$ cat config.mk
export PLATFORM = sky130hd
export DESIGN_NAME = dsts_slave
export DESIGN_NICKNAME = d
export VERILOG_FILES = /design/src/design/dsts_pkg.sv /design/src/design/dsts_slave.sv
export SDC_FILE = /design/constraint.sdc
export NUM_CORES = 1
export LEC_CHECK = 0
export BUFFER_PORTS_ARGS = -buffer_cell sky130_fd_sc_hd__buf_2
export CAP_MARGIN = 5
export CORE_MARGIN = 8
export CORE_UTILIZATION = 45
export CTS_BUF_LIST = sky130_fd_sc_hd__clkbuf_4 sky130_fd_sc_hd__clkbuf_8 sky130_fd_sc_hd__clkbuf_16
export DETAILED_ROUTE_END_ITERATION = 12
export PLACE_DENSITY = 0.6
export SETUP_SLACK_MARGIN = 0.1
export SYNTH_ARGS = -nofsm -noshare
export SYNTH_HDL_FRONTEND = slang
export SYNTH_HIERARCHICAL = 1
export SYNTH_SLANG_ARGS = --single-unit
$ cat constraint.sdc
create_clock -name clk -period 9.7 [get_ports clk]
set_input_delay 0.97 -clock clk [delete_from_list [all_inputs] [get_ports clk]]
set_output_delay 0.97 -clock clk [all_outputs]
set_load 0.01 [all_outputs]
$ cat src/design/dsts_pkg.sv
// What this block does
// - Transmit only as answer to a request addressed to this node; never unprompted.
// - Half duplex: drive the line only after a full request, never while receiving.
// - Process telegram 8 bytes, parameter telegram 16 bytes, plus variable text telegram.
// - Character: start bit, eight data bits, parity bit, stop bit; eleven bits.
// - Even parity by default: data bits plus parity bit hold an even count of ones.
// - Telegram order: start byte 02, length, address, data bytes, check byte.
// - Length byte is data count plus two; data is 4 or 12 bytes.
// - Text telegram length byte is ten fixed bytes plus the text bytes.
// - Address bit 7 low: short format, bit 5 broadcast, else node 1..31.
// - Address bit 7 high: bits 6..0 node 1..126, zero means broadcast.
// - Response echoes the received address byte unchanged.
// - Check byte is XOR of all telegram bytes, accumulator cleared per telegram.
// - Response uses the same telegram type and length as the request.
// - Process block: control word, reference in; status word, output frequency out.
// - Parameter block: identifier, index, value high, value low, then two process words.
// - Node address 1..126 and line rate 2400..115200 baud are configurable.
// - Wait at least the programmed minimum delay before answering.
// - Abandon a telegram when the gap between received bytes exceeds the maximum.
// - Identifier word: bits 15..12 command or response code, bits 10..0 parameter number.
// - Failed parameter command answers response code 0111 with fault code in value low.
package dsts_pkg;
    localparam int          CLK_HZ        = 20_000_000;
    localparam int          BAUD_MIN      = 2400;
    localparam int          BAUD_MAX      = 115200;
    localparam logic [15:0] DIV_SLOWEST   = 16'(CLK_HZ / BAUD_MIN);
    localparam logic [15:0] DIV_FASTEST   = 16'(CLK_HZ / BAUD_MAX);
    localparam logic [3:0]  LAST_BIT      = 4'hA;
    localparam logic [7:0]  STX_BYTE      = 8'h02;
    localparam logic [7:0]  LEN_PROC      = 8'h06;
    localparam logic [7:0]  LEN_PARAM     = 8'h0E;
    localparam logic [7:0]  LEN_TEXT_MIN  = 8'h0A;
    localparam logic [8:0]  TX_HDR        = 9'h003;
    localparam int          ADR_FMT_BIT   = 7;
    localparam int          ADR_BC_BIT    = 5;
    localparam logic [6:0]  NODE_MIN      = 7'h01;
    localparam logic [6:0]  NODE_MAX      = 7'h7E;
    localparam logic [3:0]  CC_FAIL       = 4'h7;
    localparam logic [7:0]  OFS_PID       = 8'h00;
    localparam logic [7:0]  OFS_IDX       = 8'h02;
    localparam logic [7:0]  OFS_VAL_HI    = 8'h04;
    localparam logic [7:0]  OFS_VAL_LO    = 8'h06;
    localparam logic [7:0]  OFS_PRC_PAR   = 8'h08;
    localparam logic [7:0]  OFS_PRC_PROC  = 8'h00;

    typedef enum logic [1:0] {TG_PROC = 2'b00, TG_PARAM = 2'b01, TG_TEXT = 2'b10} dsts_tg_t;
    typedef enum logic [2:0] {F_STX = 3'b000, F_LEN = 3'b001, F_ADR = 3'b010, F_DATA = 3'b011,
                              F_CHK = 3'b100} dsts_fs_t;
    typedef enum logic [1:0] {T_IDLE = 2'b00, T_WAIT = 2'b01, T_SEND = 2'b10, T_END = 2'b11} dsts_ts_t;

    typedef struct packed {
        logic [6:0]  node;
        logic [15:0] baud_div;
        logic        parity_odd;
        logic [15:0] resp_dly;
        logic [15:0] ichar_max;
    } dsts_cfg_t;

    typedef struct packed {
        dsts_tg_t    kind;
        logic        bcast;
        logic [7:0]  adr;
        logic [7:0]  len;
        logic [15:0] param_id;
        logic [15:0] param_index;
        logic [15:0] value_hi;
        logic [15:0] value_lo;
        logic [15:0] pcd1;
        logic [15:0] pcd2;
    } dsts_req_t;
endpackage : dsts_pkg

$ cat src/design/dsts_slave.sv
// Response byte FIFO
module dsts_fifo #(
    parameter int W = 8,
    parameter int D = 8
) (
    input  wire logic         clk,
    input  wire logic         rst,
    input  wire logic [W-1:0] in_data,
    input  wire logic         in_valid,
    output logic              in_ready,
    output logic [W-1:0]      out_data,
    output logic              out_valid,
    input  wire logic         out_ready
);
    localparam int AW = $clog2(D);
    logic [W-1:0] mem [D];
    logic [AW-1:0] wp_q, wp_d, rp_q, rp_d;
    logic [AW:0]   cnt_q, cnt_d;
    logic          rdy_q, rdy_d;
    logic          push, pop;

    assign push      = in_valid && rdy_q;
    assign pop       = out_valid && out_ready;
    assign in_ready  = rdy_q;
    assign out_valid = cnt_q != '0;
    assign out_data  = mem[rp_q];

    // Pointer and fill level
    always_comb begin
        wp_d  = wp_q;
        rp_d  = rp_q;
        if (push) wp_d = (wp_q == AW'(D - 1)) ? '0 : wp_q + 1'b1;
        if (pop) rp_d = (rp_q == AW'(D - 1)) ? '0 : rp_q + 1'b1;
        cnt_d = cnt_q + (AW + 1)'(push) - (AW + 1)'(pop);
        rdy_d = cnt_d != (AW + 1)'(D);
    end

    always_ff @(posedge clk) begin
        if (rst) begin
            wp_q  <= '0;
            rp_q  <= '0;
            cnt_q <= '0;
            rdy_q <= 1'b0;
        end else begin
            wp_q  <= wp_d;
            rp_q  <= rp_d;
            cnt_q <= cnt_d;
            rdy_q <= rdy_d;
        end
    end

    // Storage
    always_ff @(posedge clk) begin
        if (push) mem[wp_q] <= in_data;
    end
endmodule : dsts_fifo

// Telegram slave: receive, check, answer
module dsts_slave #(
    parameter int FIFO_DEPTH = 8
) (
    input  wire logic              clk,
    input  wire logic              rst,
    input  wire dsts_pkg::dsts_cfg_t cfg,
    input  wire logic              line_rx,
    output logic                   line_tx,
    output logic                   line_tx_en,
    output logic                   req_valid,
    output dsts_pkg::dsts_req_t    req,
    input  wire logic [7:0]        rsp_data,
    input  wire logic              rsp_valid,
    output logic                   rsp_ready,
    input  wire logic              rsp_fail,
    input  wire logic [15:0]       rsp_fault
);
    logic [7:0]  rbuf [256];
    logic [15:0] tk_q, tk_d, rc_q, rc_d, gp_q, gp_d, dl_q, dl_d, tc_q, tc_d;
    logic [3:0]  rn_q, rn_d, tn_q, tn_d;
    logic [9:0]  rs_q, rs_d, full;
    logic [10:0] tsh_q, tsh_d;
    logic        rb_q, rb_d, tb_q, tb_d, tx_q, tx_d, oe_q, oe_d, rv_q, rv_d;
    logic [7:0]  x_q, x_d, len_q, len_d, adr_q, adr_d, di_q, di_d, tx_x_q, tx_x_d, tbyte, di_tx;
    logic [8:0]  ti_q, ti_d;
    dsts_pkg::dsts_fs_t  f_q, f_d;
    dsts_pkg::dsts_ts_t  t_q, t_d;
    dsts_pkg::dsts_req_t req_q, req_d;
    logic        tick, char_v, char_ok, gap_to, acc, hit, bc, tx_load, data_ph, buf_we;
    logic [7:0]  fo_data;
    logic        fo_valid;

    // Address decode for both formats
    function automatic logic [1:0] addr_dec(input logic [7:0] a, input logic [6:0] node);
        logic b;
        b = 1'b0;
        if (a[dsts_pkg::ADR_FMT_BIT]) begin
            b = a[6:0] == '0;
            return {b || a[6:0] == node, b};
        end
        b = a[dsts_pkg::ADR_BC_BIT];
        return {b || (node[6:5] == 2'b00 && a[4:0] == node[4:0]), b};
    endfunction : addr_dec

    // Big-endian word from the receive buffer
    function automatic logic [15:0] word_at(input logic [7:0] ofs);
        return {rbuf[ofs], rbuf[ofs + 8'h01]};
    endfunction : word_at

    dsts_fifo #(.W(8), .D(FIFO_DEPTH)) u_fifo (
        .clk       (clk),
        .rst       (rst),
        .in_data   (rsp_data),
        .in_valid  (rsp_valid),
        .in_ready  (rsp_ready),
        .out_data  (fo_data),
        .out_valid (fo_valid),
        .out_ready (tx_load && data_ph)
    );

    assign tick    = tk_q == '0;
    assign full    = {line_rx, rs_q[9:1]};
    assign char_v  = rb_q && rc_q == '0 && rn_q == dsts_pkg::LAST_BIT;
    assign char_ok = char_v && full[9] && ((^full[8:0]) == cfg.parity_odd);
    assign gap_to  = f_q != dsts_pkg::F_STX && gp_q > cfg.ichar_max;
    assign {hit, bc} = addr_dec(adr_q, cfg.node);
    // check compare, silent discard of others
    assign acc     = char_ok && f_q == dsts_pkg::F_CHK && x_q == full[7:0] && hit;
    assign data_ph = ti_q >= dsts_pkg::TX_HDR && ti_q <= {1'b0, len_q};
    assign tx_load = t_q == dsts_pkg::T_SEND && !tb_q && (!data_ph || fo_valid);
    assign buf_we  = char_ok && f_q == dsts_pkg::F_DATA;
    assign di_tx   = 8'(ti_q - dsts_pkg::TX_HDR);

    // Byte to send
    always_comb begin
        tbyte = fo_data;
        if (ti_q == 9'h000) tbyte = dsts_pkg::STX_BYTE;
        else if (ti_q == 9'h001) tbyte = len_q;
        else if (ti_q == 9'h002) tbyte = adr_q;
        else if (!data_ph) tbyte = tx_x_q;
        else if (req_q.kind == dsts_pkg::TG_PARAM && rsp_fail) begin
            if (di_tx == dsts_pkg::OFS_PID) tbyte = {dsts_pkg::CC_FAIL, fo_data[3:0]};
            else if (di_tx == dsts_pkg::OFS_VAL_LO) tbyte = rsp_fault[15:8];
            else if (di_tx == dsts_pkg::OFS_VAL_LO + 8'h01) tbyte = rsp_fault[7:0];
        end
    end

    // Next state of receiver, parser and transmitter
    always_comb begin
        tk_d = tick ? cfg.baud_div - 16'h0001 : tk_q - 16'h0001;
        rb_d = rb_q; rc_d = rc_q; rn_d = rn_q; rs_d = rs_q;
        gp_d = (f_q == dsts_pkg::F_STX || rb_q) ? '0 : gp_q + 16'(tick);
        f_d = f_q; x_d = x_q; len_d = len_q; adr_d = adr_q; di_d = di_q;
        req_d = req_q; rv_d = 1'b0;
        t_d = t_q; dl_d = dl_q; ti_d = ti_q; tx_x_d = tx_x_q;
        tb_d = tb_q; tc_d = tc_q; tn_d = tn_q; tsh_d = tsh_q;
        if (!rb_q && !line_rx && t_q == dsts_pkg::T_IDLE) begin
            rb_d = 1'b1;
            rc_d = {1'b0, cfg.baud_div[15:1]};
            rn_d = '0;
        end else if (rb_q && rc_q != '0) begin
            rc_d = rc_q - 16'h0001;
        end else if (rb_q) begin
            rc_d = cfg.baud_div - 16'h0001;
            rn_d = rn_q + 4'h1;
            rs_d = full;
            if ((rn_q == '0 && line_rx) || rn_q == dsts_pkg::LAST_BIT) rb_d = 1'b0;
        end
        if (gap_to || (char_v && !char_ok)) begin
            f_d = dsts_pkg::F_STX;
        end else if (char_ok) begin
            x_d = x_q ^ full[7:0];
            unique case (f_q)
                dsts_pkg::F_STX: begin
                    x_d = full[7:0];
                    if (full[7:0] == dsts_pkg::STX_BYTE) f_d = dsts_pkg::F_LEN;
                end
                dsts_pkg::F_LEN: begin
                    len_d = full[7:0];
                    f_d = (full[7:0] == dsts_pkg::LEN_PROC || full[7:0] >= dsts_pkg::LEN_TEXT_MIN)
                        ? dsts_pkg::F_ADR : dsts_pkg::F_STX;
                end
                dsts_pkg::F_ADR: begin
                    adr_d = full[7:0];
                    di_d  = '0;
                    f_d   = dsts_pkg::F_DATA;
                end
                dsts_pkg::F_DATA: begin
                    di_d = di_q + 8'h01;
                    if (di_q == len_q - 8'h03) f_d = dsts_pkg::F_CHK;
                end
                dsts_pkg::F_CHK: f_d = dsts_pkg::F_STX;
                default: f_d = dsts_pkg::F_STX;
            endcase
        end
        if (acc) begin
            rv_d = 1'b1;
            req_d.adr = adr_q;
            req_d.len = len_q;
            req_d.bcast = bc;
            req_d.kind = len_q == dsts_pkg::LEN_PROC ? dsts_pkg::TG_PROC
                       : len_q == dsts_pkg::LEN_PARAM ? dsts_pkg::TG_PARAM : dsts_pkg::TG_TEXT;
            req_d.param_id    = word_at(dsts_pkg::OFS_PID);
            req_d.param_index = word_at(dsts_pkg::OFS_IDX);
            req_d.value_hi    = word_at(dsts_pkg::OFS_VAL_HI);
            req_d.value_lo    = word_at(dsts_pkg::OFS_VAL_LO);
            if (len_q == dsts_pkg::LEN_PROC) begin
                req_d.pcd1 = word_at(dsts_pkg::OFS_PRC_PROC);
                req_d.pcd2 = word_at(dsts_pkg::OFS_PRC_PROC + 8'h02);
            end else begin
                req_d.pcd1 = word_at(dsts_pkg::OFS_PRC_PAR);
                req_d.pcd2 = word_at(dsts_pkg::OFS_PRC_PAR + 8'h02);
            end
        end
        // Response sequencer
        unique case (t_q)
            dsts_pkg::T_IDLE: begin
                if (acc && !bc) begin
                    t_d  = dsts_pkg::T_WAIT;
                    dl_d = '0;
                end
            end
            dsts_pkg::T_WAIT: begin
                if (dl_q >= cfg.resp_dly) begin
                    t_d    = dsts_pkg::T_SEND;
                    ti_d   = '0;
                    tx_x_d = '0;
                end else begin
                    dl_d = dl_q + 16'(tick);
                end
            end
            dsts_pkg::T_SEND: begin
                if (tx_load) begin
                    ti_d   = ti_q + 9'h001;
                    tx_x_d = tx_x_q ^ tbyte;
                    if (ti_q == {1'b0, len_q} + 9'h001) t_d = dsts_pkg::T_END;
                end
            end
            dsts_pkg::T_END: if (!tb_q) t_d = dsts_pkg::T_IDLE;
        endcase
        // Character shifter
        if (tx_load) begin
            tb_d  = 1'b1;
            tc_d  = cfg.baud_div - 16'h0001;
            tn_d  = '0;
            tsh_d = {1'b1, (^tbyte) ^ cfg.parity_odd, tbyte, 1'b0};
        end else if (tb_q && tc_q != '0) begin
            tc_d = tc_q - 16'h0001;
        end else if (tb_q) begin
            tc_d  = cfg.baud_div - 16'h0001;
            tn_d  = tn_q + 4'h1;
            tsh_d = {1'b1, tsh_q[10:1]};
            if (tn_q == dsts_pkg::LAST_BIT) tb_d = 1'b0;
        end
        tx_d = tb_d ? tsh_d[0] : 1'b1;
        oe_d = t_d == dsts_pkg::T_SEND || t_d == dsts_pkg::T_END;
    end

    always_ff @(posedge clk) begin
        if (rst) begin
            tk_q <= '0; rc_q <= '0; gp_q <= '0; dl_q <= '0; tc_q <= '0;
            rn_q <= '0; tn_q <= '0; rs_q <= '0; tsh_q <= '1;
            rb_q <= 1'b0; tb_q <= 1'b0; tx_q <= 1'b1; oe_q <= 1'b0; rv_q <= 1'b0;
            x_q <= '0; len_q <= '0; adr_q <= '0; di_q <= '0; tx_x_q <= '0; ti_q <= '0;
            f_q <= dsts_pkg::F_STX; t_q <= dsts_pkg::T_IDLE; req_q <= '0;
        end else begin
            tk_q <= tk_d; rc_q <= rc_d; gp_q <= gp_d; dl_q <= dl_d; tc_q <= tc_d;
            rn_q <= rn_d; tn_q <= tn_d; rs_q <= rs_d; tsh_q <= tsh_d;
            rb_q <= rb_d; tb_q <= tb_d; tx_q <= tx_d; oe_q <= oe_d; rv_q <= rv_d;
            x_q <= x_d; len_q <= len_d; adr_q <= adr_d; di_q <= di_d; tx_x_q <= tx_x_d; ti_q <= ti_d;
            f_q <= f_d; t_q <= t_d; req_q <= req_d;
        end
    end

    // Receive data store
    always_ff @(posedge clk) begin
        if (buf_we) rbuf[di_q] <= full[7:0];
    end

    assign line_tx    = tx_q;
    assign line_tx_en = oe_q;
    assign req_valid  = rv_q;
    assign req        = req_q;
endmodule : dsts_slave

==> results of run 1 <==
## critical path: stages, from the launching register on
cell and delay [ps]:
dfxtp_1 340, inv_1 90, ha_1 200, or4b_4 520, nor4_4 410, nand3_2 380
or3_1 670, nor4_4 340, buf_4 480, buf_4 820, nor2_1 80, a211oi_1 240
## power breakdown
part           switching, uW  internal [uW]
Sequential              42.8           2020
Combinational            237            164
Clock                    777           1100
Total                   1060           3280
## area by class of cell
type	instances	area share, %
sequential	455	43.8
multi-input combinational	1575	40.1
clock buffer	67	5.72
timing repair buffer	224	4.83
tap	615	3.15
inverter	98	1.50
clock inverter	22	0.926
## cell families after synthesis
group | count (synthesis) | synth area share, %
AND/OR/NAND/NOR | 807 | 17.3
buffers and inverters | 236 | 4.26
XOR/XNOR | 112 | 4.71
adder cells (fa/ha/maj) | 82 | 4.83
multiplexers | 75 | 4.77
flip-flops | 455 | 50.1
AO/OA/AOI/OAI | 499 | 14.1
## synth_stat cells, types with 5 or more instances
| cell | n | area, um^2 |
|---|---|---|
| nand2_1 | 327 | 1230 |
| dfxtp_1 | 295 | 5910 |
| a21oi_1 | 211 | 1060 |
| nor2_1 | 203 | 762 |
| edfxtp_1 | 160 | 4800 |
| clkbuf_1 | 133 | 499 |
| o21ai_0 | 100 | 500 |
| inv_1 | 97 | 364 |
| ha_1 | 81 | 1010 |
| a211oi_1 | 58 | 435 |
| xor2_1 | 57 | 499 |
| nor3_1 | 54 | 270 |
| xnor2_1 | 53 | 464 |
| mux2i_1 | 49 | 490 |
| nand3_1 | 42 | 210 |
| or3_1 | 30 | 188 |
| nor4_1 | 25 | 156 |
| a21o_1 | 22 | 165 |
| nand4_1 | 21 | 131 |
| and2_1 | 19 | 119 |
| a22oi_1 | 17 | 128 |
| nand2b_1 | 16 | 100 |
| nor2b_1 | 16 | 100 |
| mux4_1 | 15 | 394 |
| o22ai_1 | 12 | 75.1 |
| and3_1 | 11 | 68.8 |
| or4_1 | 11 | 82.6 |
| mux2_2 | 10 | 113 |
| a221oi_1 | 9 | 78.8 |
| or2_2 | 9 | 56.3 |
| a31oi_1 | 8 | 50.1 |
| a32oi_1 | 6 | 52.6 |
| o31ai_1 | 6 | 45.0 |
| a21boi_0 | 5 | 37.5 |
| a311oi_1 | 5 | 43.8 |
| nand3b_1 | 5 | 37.5 |
## sequential cells by signal, indices dropped and copies added, names as in the netlist, 9 cells and up, named ones only
register and flops:
gp_q 16, rbuf 96, tsh_q 10, req 115
dl_q 16, rs_q 9, tk_q 16, rc_q 16
u_fifo/mem 64, tc_q 16, ti_q 9
## path summary, 6_finish.rpt
check	start	end	slack, ps	cells past startpoint
max	rc_q[0]	req[16]	4890	11
min	req[93]	req[93]	450	2
max reg2reg	rc_q[0]	req[16]	4890	11
min reg2reg	req[93]	req[93]	450	2
## cell usage in the layout (no fill, tap or decap), types with 22 or more instances in the layout
cell / n
xor2_1: 57
mux2i_1: 49
xnor2_1: 53
nor2_1: 202
a21oi_1: 211
o21ai_0: 100
or3_1: 30
ha_1: 81
dfxtp_1: 295
nor4_1: 23
inv_1: 97
buf_2: 202
a21o_1: 22
edfxtp_1: 160
nor3_1: 53
clkbuf_16: 49
a211oi_1: 58
nand3_1: 42
nand2_1: 327
## metal layers
metal  vias up  global-route usage (%)
met5         -                       0
met4         0                    6.61
met3        81                    2.89
met2       355                    34.0
met1      8023                    25.2
li1       8304                       -
## through the flow
step | power (uW) | area (um^2) | setup WS, ps
after global routing | 4520 | 24500 | 4470
final | 4340 | 24500 | 4890
after floorplan | 2380 | 21400 | 5670
after global placement | 2480 | 22800 | 5050
after CTS | 4390 | 24500 | 4830
after detailed placement | 2500 | 22800 | 4890
==> results_dict.tcl, run 1 <==
set metrics [dict create \
    max_cap_viol_count 0 \
    cts_root_buf "clkbuf_16" \
    setup_violations 0 \
    min_period_ps 4810 \
    fp.dieW_um 234 \
    peakVddDrop_v 0.000144 \
    yosysWarningCount 6 \
    p_leak_uw 0.00928 \
    fmax_mhz 208 \
    syn_to_final_growth_pct 14.3 \
    syn_area_um2 21400 \
    hold_path.class "reg -> reg" \
    grt_pass1_vias 16300 \
    synth_edf_count 160 \
    syn_inst 2266 \
    tritoncts "built" \
    grt_antenna_before_repair 0 \
    nets 2570 \
    numPortBuffers 203 \
    antenna_cells 0 \
    crit_fanout 100 \
    ctsResizeCount 0 \
    fillers 4432 \
    syn-mean-instance-area_um2 9.44 \
    pin_count 204 \
    regArea_um2 10700 \
    die_h_um 234 \
    critical_path_class "reg -> reg" \
    grt.overflow.total 0 \
    finalWeightedCongestion 0.848 \
    finalHoldViolCount 0 \
    start_util_pct 45.2 \
    multi_input_area_um2 9800 \
    end_kind "flip-flop" \
    wl_per_cell_um 18.0 \
    ant_nets 0 \
    dp_hpwl_um 38500 \
    yosys_register_bits 455 \
    timing.hold.ws_ps 447 \
    startpoint_type "flip-flop" \
    required_ps 10180 \
    postCtsHoldBufs 0 \
    drv_slew 0 \
    wl_met2_um 26800 \
    cts_made_buffers 49 \
    vias_per_cell 5.49 \
    ys_seq_area_share_pct 50.1 \
    clock_sinks 455 \
    power_density_nw_per_um2 177 \
    synthesis.nets 2433 \
    arrival_ps 5290 \
    first_pass_iters 5 \
    h-tree-depth 2 \
    dp_cells 2967 \
    clk_pin_slew_ps 60 \
    vias 16800 \
    slew_headroom_pct 22.3 \
    worstSkewPairLatency_ps 590 \
    async_flop_share_pct 0 \
    core_um2 47300 \
    post_cts_buffers 0 \
    finClkSkew_ps 26.5 \
    min_period_over_period_pct 49.6 \
    finish.utilization_pct 51.7 \
    met1_length_um 24200 \
    rows 80 \
    grt_pass1_wl_um 87500 \
    synth_cell_types 77 \
    tightestPinTransition_ps 1170 \
    clk_path_buf_depth 3 \
    drtIter0Drc 1005 \
    grt_util_all_layers_pct 19.7 \
    dieArea_um2 54800 \
    fin_tns_setup_ps 0 \
    dr_wl_met3_um 2590 \
    layout.cells.non_filler 3056 \
    final_layout_size_suffix_gt1_share_pct 14.1 \
    status "complete, no violations" \
    rsz0062_at_grt "no" \
    synth_ff_type "dfxtp_1" \
    wl_um 55100 \
    grt_max_degree 106 \
    top_layer "met4" \
    route.detailed.drc 0 \
]
Power figures use the tool's default switching activity.
==> run 2, diff against run 1 <==
- PLACE_DENSITY: 0.6 -> 0.63
- clock period: 9.7 -> 4.4 ns (I/O delays scaled with it)
==> results_dict.tcl, run 2 (synthesized netlist as in run 1, its figures left out) <==
set metrics [dict create \
    wl_per_cell_um 17.7 \
    max_cap_viol_count 0 \
    cts_made_buffers 49 \
    first_pass_iters 8 \
    tightestPinTransition_ps 988 \
    start_util_pct 45.2 \
    layout_common_cells "327 x nand2_1, 293 x dfxtp_1, 211 x a21oi_1" \
    critical_path_class "reg -> reg" \
    startpoint_type "flip-flop" \
    p_leak_uw 0.00946 \
    hold_path.class "in -> reg" \
    switching_share_pct 24.2 \
    vias 17000 \
    dp_cells 2997 \
    syn_to_final_growth_pct 15.6 \
    clk_path_buf_depth 3 \
    slew_headroom_pct 33.9 \
    finClkSkew_ps 18.3 \
    finalHoldViolCount 0 \
    fillers 4291 \
    tritoncts "built" \
    end_kind "flip-flop" \
    worstSkewPairLatency_ps 590 \
    postCtsHoldBufs 0 \
    min_period_over_period_pct 90.2 \
    design_area_um2 24700 \
    finish.utilization_pct 52.3 \
    wl_um 54800 \
    min_period_ps 3970 \
    route.detailed.drc 0 \
    rows 80 \
    pin_count 204 \
    seq_power_share_pct 47.1 \
    largest_reg_flops 115 \
    grt_max_degree 155 \
    peakVddDrop_v 0.000330 \
    grt.overflow.total 0 \
    fp.dieW_um 234 \
    pwr-share-comb_pct 9.2 \
    drtIter0Drc 1196 \
    fmax_mhz 252 \
    switchingPower_uw 2330 \
    dp_hpwl_um 38200 \
    final_layout_size_suffix_gt1_share_pct 15.3 \
    layout.cells.non_filler 3089 \
    crit_family "simple AND/OR/NAND/NOR gates" \
    clk_pin_slew_ps 60 \
    vias_per_cell 5.49 \
    power_density_nw_per_um2 389 \
    fin_tns_setup_ps 0 \
    cp_slowest_cell "or4_1" \
    ant_nets 0 \
    path_buf_inv 1 \
    grt_antenna_before_repair 2 \
    h-tree-depth 2 \
    die_h_um 234 \
    grt_pass1_vias 16700 \
    drv_slew 0 \
    finalWeightedCongestion 0.851 \
    p_int_uw 7300 \
    nets 2600 \
    ctsResizeCount 0 \
    cts_root_buf "clkbuf_16" \
    required_ps 4920 \
    grt_pass1_wl_um 86200 \
    post_cts_buffers 0 \
    dieArea_um2 54800 \
    critPathMaxStageDelay_ps 540 \
    crit_fanout 10 \
    clock_sinks 455 \
    status "complete, no violations" \
    core_um2 47300 \
    clockPowerShare_pct 43.7 \
    rsz0062_at_grt "no" \
    setup_violations 0 \
    grt_util_all_layers_pct 19.5 \
    final_common_cell "nand2_1" \
    arrival_ps 4490 \
    crit_path_cell_trace "inv_1 -> ha_1 -> or4b_4 -> nor4_4 -> nand3_2 -> or3_1 -> nor4_4 -> nand2_1 -> a21o_1 -> nor4_1 -> nand2_1 -> or4_1 -> a21oi_1" \
    numPortBuffers 203 \
    placed_cell_area_um2 23100 \
]
[run 2: metrics by stage]
stage	setup WS [ps]	total power, uW	hold slack [ps]
6_report	429	9630	124
2_1_floorplan	366	5250	426
5_1_grt	113	10000	122
3_5_place_dp	304	5500	442
3_3_place_gp	475	5470	434
4_1_cts	299	9720	91.0
[run 2: power by group through the flow]
stage / Sequential, uW / Clock (uW) / Combinational, uW
final: 4540 / 4210 / 885
after global placement: 4620 / 0 / 847
after CTS: 4540 / 4300 / 883
after floorplan: 4600 / 0 / 649
after global routing: 4550 / 4480 / 989
after detailed placement: 4630 / 0 / 876
[run 2: path summary, 6_finish.rpt]
path / cells past startpoint / slack, ps / start / to
max: 13 / 430 / rc_q[0] / dl_q[15]
min: 1 / 120 / rsp_data[1] / u_fifo/mem[3][1]
max reg2reg: 13 / 430 / rc_q[0] / dl_q[15]
min reg2reg: 2 / 440 / req[68] / req[68]
[run 2: metal layers]
layer | vias up | wire (um) | track usage, %
li1 | 8365 | - | -
met1 | 8113 | 23700 | 24.0
met2 | 382 | 26400 | 33.5
met3 | 111 | 2730 | 3.29
met4 | 0 | 1970 | 8.32
met5 | - | 0 | 0
[run 2: final cells by class]
class | count | area, um^2 | share of cell area, %
antenna | 1 | 2.50 | 0.0101
clock buffer | 62 | 1350 | 5.47
clock inverter | 29 | 304 | 1.23
inverter | 98 | 368 | 1.49
multi-input combinational | 1575 | 9810 | 39.6
sequential | 455 | 10700 | 43.3
tap | 615 | 769 | 3.11
timing repair buffer | 254 | 1420 | 5.74
